`src/irq_arb_pkg.sv`:
```
// irq_arb_pkg: constants and types shared by the vectored interrupt arbiter
// assumes one synchronous system clock domain for all users
package irq_arb_pkg;

  localparam int unsigned NUM_SRC  = 19;
  localparam int unsigned NUM_VEC  = 10;
  localparam int unsigned VEC_W    = 4;
  localparam int unsigned ADDR_W   = 17;
  localparam int unsigned NUM_TOP  = 2;

  // first vector address and spacing between vectors
  localparam logic [ADDR_W-1:0] VEC_BASE = 17'h00003;
  localparam logic [ADDR_W-1:0] VEC_STEP = 17'h00008;

  // which flags share each vector, indexed by vector number
  localparam logic [NUM_SRC-1:0] VEC_SRC_MASK [NUM_VEC] = '{
    19'h00001, 19'h00002, 19'h0001C, 19'h00060, 19'h00080,
    19'h00300, 19'h00C00, 19'h03000, 19'h3C000, 19'h40000
  };

  typedef enum logic [1:0] {
    LVL_NONE    = 2'b00,
    LVL_LOW     = 2'b01,
    LVL_HIGH    = 2'b10,
    LVL_HIGHEST = 2'b11
  } level_t;

  // one-cycle request pulses from pins and peripherals
  typedef struct packed {
    logic ext_pin_irq_a;
    logic ext_pin_irq_b;
    logic ext_pin_irq_c;
    logic timer_a_low_irq;
    logic ext_pin_irq_e;
    logic ext_pin_irq_d;
    logic base_timer_irq;
    logic timer_a_high_irq;
    logic timer_b_low_irq;
    logic timer_b_high_irq;
    logic sync_serial_a_irq;
    logic async_rx_irq;
    logic sync_serial_b_irq;
    logic async_tx_irq;
    logic adc_irq;
    logic timer_c_irq;
    logic timer_d_irq;
    logic pulse_chan_a_irq;
    logic pulse_chan_b_irq;
    logic port0_irq;
  } src_req_t;

  // grant presented to the processor core
  typedef struct packed {
    logic              req;
    logic [VEC_W-1:0]  idx;
    level_t            lvl;
    logic [ADDR_W-1:0] addr;
  } grant_t;

  typedef struct packed {
    logic [NUM_SRC-1:0] pend;
    logic [2:0]         in_svc;
    grant_t             gnt;
  } arb_state_t;

endpackage

```
`src/irq_arbiter.sv`:
```
// three_level_vectored_irq_arbiter: latches source flags, picks one vector
// assumes the core acks a shown grant with ack_in and signals handler
// return with reti_in; flags are cleared by software through flag_clr_in
`timescale 1ns/1ps
`default_nettype none
module three_level_vectored_irq_arbiter (
  input  wire logic                            core_clk_in,
  input  wire logic                            rstn_in,
  input  wire irq_arb_pkg::src_req_t           src_req_in,
  input  wire logic [irq_arb_pkg::NUM_SRC-1:0] src_en_in,
  input  wire logic [irq_arb_pkg::NUM_VEC-1:0] vec_upper_sel_in,
  input  wire logic [irq_arb_pkg::NUM_SRC-1:0] flag_clr_in,
  input  wire logic                            ack_in,
  input  wire logic                            reti_in,
  output logic                                 irq_req_out,
  output irq_arb_pkg::grant_t                  grant_out,
  output logic [irq_arb_pkg::NUM_SRC-1:0]      flag_out,
  output irq_arb_pkg::level_t                  svc_lvl_out
);
  import irq_arb_pkg::*;

  arb_state_t         state_q;
  arb_state_t         state_d;
  logic [NUM_SRC-1:0] src_vec;
  level_t             vec_lvl [NUM_VEC];
  level_t             best_lvl;
  logic [VEC_W-1:0]   best_idx;
  level_t             cur_lvl_q;
  level_t             cur_lvl_d;

  // the two pulse channels share one flag so nineteen flags remain
  assign src_vec = {src_req_in.port0_irq,
                    src_req_in.pulse_chan_a_irq | src_req_in.pulse_chan_b_irq,
                    src_req_in.timer_d_irq,
                    src_req_in.timer_c_irq,
                    src_req_in.adc_irq,
                    src_req_in.async_tx_irq,
                    src_req_in.sync_serial_b_irq,
                    src_req_in.async_rx_irq,
                    src_req_in.sync_serial_a_irq,
                    src_req_in.timer_b_high_irq,
                    src_req_in.timer_b_low_irq,
                    src_req_in.timer_a_high_irq,
                    src_req_in.base_timer_irq,
                    src_req_in.ext_pin_irq_d,
                    src_req_in.ext_pin_irq_e,
                    src_req_in.timer_a_low_irq,
                    src_req_in.ext_pin_irq_c,
                    src_req_in.ext_pin_irq_b,
                    src_req_in.ext_pin_irq_a};

  // vector levels are formed from the registered flags of this cycle
  for (genvar v = 0; v < NUM_VEC; v++) begin : g_slot
    irq_vector_slot #(
      .SRC_MASK (VEC_SRC_MASK[v]),
      .TOP_OK   (v < NUM_TOP)
    ) u_slot (
      .pend_in      (state_q.pend),
      .en_in        (src_en_in),
      .upper_sel_in (vec_upper_sel_in[v]),
      .lvl_out      (vec_lvl[v])
    );
  end

  function automatic level_t top_level(input logic [2:0] svc);
    if (svc[2]) begin
      return LVL_HIGHEST;
    end else if (svc[1]) begin
      return LVL_HIGH;
    end else if (svc[0]) begin
      return LVL_LOW;
    end
    return LVL_NONE;
  endfunction

  assign cur_lvl_q = top_level(state_q.in_svc);

  // walk down so the last hit at the top level is the smallest vector
  always_comb begin
    best_lvl = LVL_NONE;
    best_idx = '0;
    for (int v = NUM_VEC - 1; v >= 0; v--) begin
      if (vec_lvl[v] != LVL_NONE && vec_lvl[v] >= best_lvl) begin
        best_lvl = vec_lvl[v];
        best_idx = VEC_W'(v);
      end
    end
  end

  always_comb begin
    state_d = state_q;
    // a source pulse in the clear cycle still leaves its flag set
    state_d.pend = (state_q.pend & ~flag_clr_in) | src_vec;
    // return drops only the innermost level, uncovering the one beneath
    if (reti_in) begin
      if (state_q.in_svc[2]) begin
        state_d.in_svc[2] = 1'b0;
      end else if (state_q.in_svc[1]) begin
        state_d.in_svc[1] = 1'b0;
      end else begin
        state_d.in_svc[0] = 1'b0;
      end
    end
    if (ack_in && state_q.gnt.req && state_q.gnt.lvl != LVL_NONE) begin
      state_d.in_svc[state_q.gnt.lvl - 2'b01] = 1'b1;
    end
    cur_lvl_d = top_level(state_d.in_svc);
    // a grant is withdrawn at once when an ack raises the service level
    state_d.gnt.req  = (best_lvl > cur_lvl_d);
    state_d.gnt.idx  = best_idx;
    state_d.gnt.lvl  = best_lvl;
    state_d.gnt.addr = VEC_BASE + ADDR_W'(best_idx) * VEC_STEP;
  end

  always_ff @(posedge core_clk_in or negedge rstn_in) begin
    if (!rstn_in) begin
      state_q <= '0;
    end else begin
      state_q <= state_d;
    end
  end

  assign irq_req_out = state_q.gnt.req;
  assign grant_out   = state_q.gnt;
  assign flag_out    = state_q.pend;
  assign svc_lvl_out = cur_lvl_q;

  // a smaller vector at the chosen level would break the tie order
  logic tie_smaller;

  always_comb begin
    tie_smaller = 1'b0;
    for (int v = 0; v < NUM_VEC; v++) begin
      if (VEC_W'(v) < best_idx && vec_lvl[v] == best_lvl) begin
        tie_smaller = 1'b1;
      end
    end
  end
endmodule // three_level_vectored_irq_arbiter
`default_nettype wire

```
`src/irq_vector_slot.sv`:
```
// irq_vector_slot: request and level of one vector from its shared flags
// assumes flags arrive registered from the arbiter; enables come straight from its src_en_in input
`timescale 1ns/1ps
`default_nettype none
module irq_vector_slot #(
  parameter logic [irq_arb_pkg::NUM_SRC-1:0] SRC_MASK = '0,
  parameter bit                              TOP_OK   = 1'b0
) (
  input  wire logic [irq_arb_pkg::NUM_SRC-1:0] pend_in,
  input  wire logic [irq_arb_pkg::NUM_SRC-1:0] en_in,
  input  wire logic                            upper_sel_in,
  output irq_arb_pkg::level_t                  lvl_out
);
  import irq_arb_pkg::*;

  always_comb begin
    if (|(pend_in & en_in & SRC_MASK)) begin
      if (!upper_sel_in) begin
        lvl_out = LVL_LOW;
      end else if (TOP_OK) begin
        lvl_out = LVL_HIGHEST;
      end else begin
        lvl_out = LVL_HIGH;
      end
    end else begin
      lvl_out = LVL_NONE;
    end
  end

endmodule // irq_vector_slot
`default_nettype wire

```
`config.mk`:
```
export PLATFORM = sky130hd
export DESIGN_NAME = three_level_vectored_irq_arbiter
export DESIGN_NICKNAME = d
export VERILOG_FILES = /design/src/irq_arb_pkg.sv /design/src/irq_arbiter.sv /design/src/irq_vector_slot.sv
export SDC_FILE = /design/constraint.sdc
export NUM_CORES = 1
export LEC_CHECK = 0
export BUFFER_PORTS_ARGS = -buffer_cell sky130_fd_sc_hd__buf_2
export CORE_ASPECT_RATIO = 0.9
export CORE_MARGIN = 5
export CORE_UTILIZATION = 46
export CTS_CLUSTER_DIAMETER = 200
export DETAILED_ROUTE_END_ITERATION = 8
export PLACE_DENSITY = 0.8
export SYNTH_ARGS = -nofsm -noshare
export SYNTH_HDL_FRONTEND = slang
export SYNTH_HIERARCHICAL = 1
export SYNTH_SLANG_ARGS = --single-unit
```
`constraint.sdc`:
```
create_clock -name core_clk_in -period 14.93 [get_ports core_clk_in]
set_clock_uncertainty 0.2 [all_clocks]
set_input_delay 3.7325 -clock core_clk_in [delete_from_list [all_inputs] [get_ports core_clk_in]]
set_output_delay 3.7325 -clock core_clk_in [all_outputs]
set_load 0.01 [all_outputs]
```
==> results.json <==
{
  "slew_violations": 0,
  "critPathArrivalTime_ns": 14.22,
  "grt_max_degree": 31,
  "finalCritPeriodShare_pct": 95.5,
  "area_growth_pct": 23.7,
  "synth_seq_area_share_pct": 31.8,
  "cp.required_ns": 14.89,
  "slowest_stage": "ha_1",
  "avgSynthCellArea_um2": 8.71,
  "grt-ovfl-total": 0,
  "synth_area_mm2": 0.00236,
  "layout.nets": 442,
  "die_area_mm2": 0.00667,
  "hpwl_mm": 4.19,
  "io-pin-count": 118,
  "drc_errors": 0,
  "setup.worst_path.class": "in2reg",
  "critPathMaxFanout": 5,
  "synth_warnings": 6,
  "clkTransAtPathRegs_ns": 0.08,
  "rows": 24,
  "first_global_vias": 1887,
  "portBuffers": 106,
  "p_per_area_mw_per_mm2": 101,
  "wl_mm": 5.23,
  "start_util_pct": 47.9,
  "endpoint_kind": "flip-flop",
  "run_status": "complete, no violations",
  "cts_root_buf": "clkbuf_8",
  "clk_latency_ns": 0.29,
  "synth_cell_types": 50,
  "final_util_pct": 59.3,
  "cts_sinks": 30,
  "final.min_clock_period_ns": 14.25,
  "async_reset_ff_share_pct": 100,
  "hold_buffers": 0,
  "die-height_um": 78.0,
  "drv_cap": 0,
  "gp_congestion": 0.762,
  "n_antenna_cell": 0,
  "setup_viol": 0,
  "wire_per_inst_um": 12.4,
  "hold_class": "reg2reg",
  "seqCellArea_um2": 751,
  "grt_antenna_before_repair": 0,
  "timing.slew.headroom_pct": 55.8,
  "cts_buffers": 5,
  "peakVddDrop_uv": 50.7,
  "ys_ff_latch": 30,
  "crit_top_cell": "ha_1",
  "clockBufferDepth": 2,
  "cp-start-kind": "input pin",
  "tightest_slew_ns": 0.662,
  "cts_tree": "yes",
  "firstDrtPassIters": 5,
  "synth_edf_count": 0,
  "finalHoldViolCount": 0,
  "max_freq_ghz": 0.0702,
  "power_leakage_uw": 0.00156,
  "drive_gt1_share_pct": 43.3,
  "grtUsageTotal_pct": 15.0,
  "die_w_um": 85.5,
  "multi_input_area_mm2": 0.00127,
  "drt_iter0_markers": 82,
  "vias": 2080,
  "ant_nets": 0,
  "htreeDepth": 2,
  "total_power_uw": 296,
  "synthFlopType": "dfrtp_1",
  "drt-vias-per-instance": 4.92,
  "grt_pass1_wl_mm": 8.16,
  "cp_slowest_stage_delay_ns": 0.33,
  "num-fill-cells": 432,
  "synth_cells": 271,
  "core-area_mm2": 0.00492
}
final timing paths:
kind	start	end	slack, ns	cells after the start
worst max-delay path	src_en_in[14]	irq_req_out	0.68	61
worst min-delay path	flag_out[0]	flag_out[0]	0.31	1
worst max register to register	flag_out[16]	irq_req_out	3.79	60
worst min register to register	flag_out[0]	flag_out[0]	0.31	1
max in group asynchronous	rstn_in	grant_out[19]	10.82	1
min in group asynchronous	rstn_in	flag_out[7]	3.27	1
report_power, final:
part           internal, uW  switching (uW)
sequential             93.6            8.44
clock                  37.0            31.3
combinational          59.0            67.1
total                   190             107
final cells by class:
type / instances / area share [%]
inverters: 36 / 4.63
repair buffers: 113 / 20.0
well taps: 65 / 2.78
flip-flops and latches: 30 / 25.7
clock buffers: 6 / 2.83
multi-input cells: 171 / 43.7
clock inverters: 2 / 0.428
metal layers:
layer	routed length, um	track usage, %	part of all wire, %	vias up
li1	-	-	-	1049
met1	2200	19.2	42	931
met2	2410	24.1	46	91
met3	535	4.24	10	9
met4	78	5.85	1.5	0
met5	0	0	0	-
logic make-up (layout without fill, tap and decap cells):
family | after synthesis | after routing | share of synthesized area (%)
buf+inv | 80 | 157 | 19.6
flops | 30 | 30 | 31.8
other cells | 2 | 12 | 0.318
compound gates | 76 | 76 | 24.7
fa+ha+maj | 13 | 13 | 6.89
mux | 2 | 2 | 1.11
simple gates | 68 | 68 | 15.6
critical path, delay by kind of cell:
family	cells	cell delay, ns
simple gates	18	2.30
compound gates	27	4.55
buf+inv	4	0.37
fa+ha+maj	10	2.60
mux	2	0.65
flip-flops by register name (all words and copies together) (netlist names):
register and count:
irq_req_out 1, state_q 3, grant_out 7, flag_out 19
per-stage QoR:
| stage | instance area [um^2] | setup WS [ns] | instances | setup TNS, ns | hold slack [ns] |
|---|---|---|---|---|---|
| floorplan | 2400 | 0.699 | 281 | 0 | 0.272 |
| global placement | 2710 | 0.357 | 411 | 0 | 0.283 |
| detailed placement | 2710 | 0.000753 | 411 | 0 | 0.292 |
| CTS | 2800 | 0.262 | 419 | 0 | 0.307 |
| global route | 2920 | -0.118 | 423 | -0.118 | 0.331 |
| finish | 2920 | 0.675 | 423 | 0 | 0.311 |
synth_stat cells (4+ instances only):
library cell | instances | share of area [%]
a22oi_2 | 4 | 2.1
a21oi_1 | 10 | 2.1
a22oi_1 | 4 | 1.3
ha_1 | 13 | 6.9
nor2_1 | 18 | 2.9
inv_1 | 36 | 5.7
and2_1 | 4 | 1.1
dfrtp_1 | 30 | 32
buf_4 | 43 | 14
nor2b_1 | 8 | 2.1
o21ai_0 | 9 | 1.9
a21o_1 | 21 | 6.7
nand2b_1 | 9 | 2.4
nand2_1 | 11 | 1.7
what timing repair did:
action                                  CTS  global route
gates resized for setup                   0            19
endpoints found under the setup margin    0             7
setup buffers                             0             4
cells in the final DEF, fill, tap and decap left out, drive strengths merged, types with 2 or more instances in the layout:
cell    count
conb       12
a31oi       3
buf       113
inv        36
nor3        4
nor2       19
dfrtp      30
nand2b      9
mux2        2
clkbuf      6
a22o        2
and3        4
a21o       21
a311oi      2
nand2      11
nor2b       8
ha         13
a22oi       8
o21bai      2
or3         2
a31o        3
and2        4
o21ai      12
o41ai       2
a21boi      3
a21oi      10
and3b       2
(Power assumes the default switching activity.)
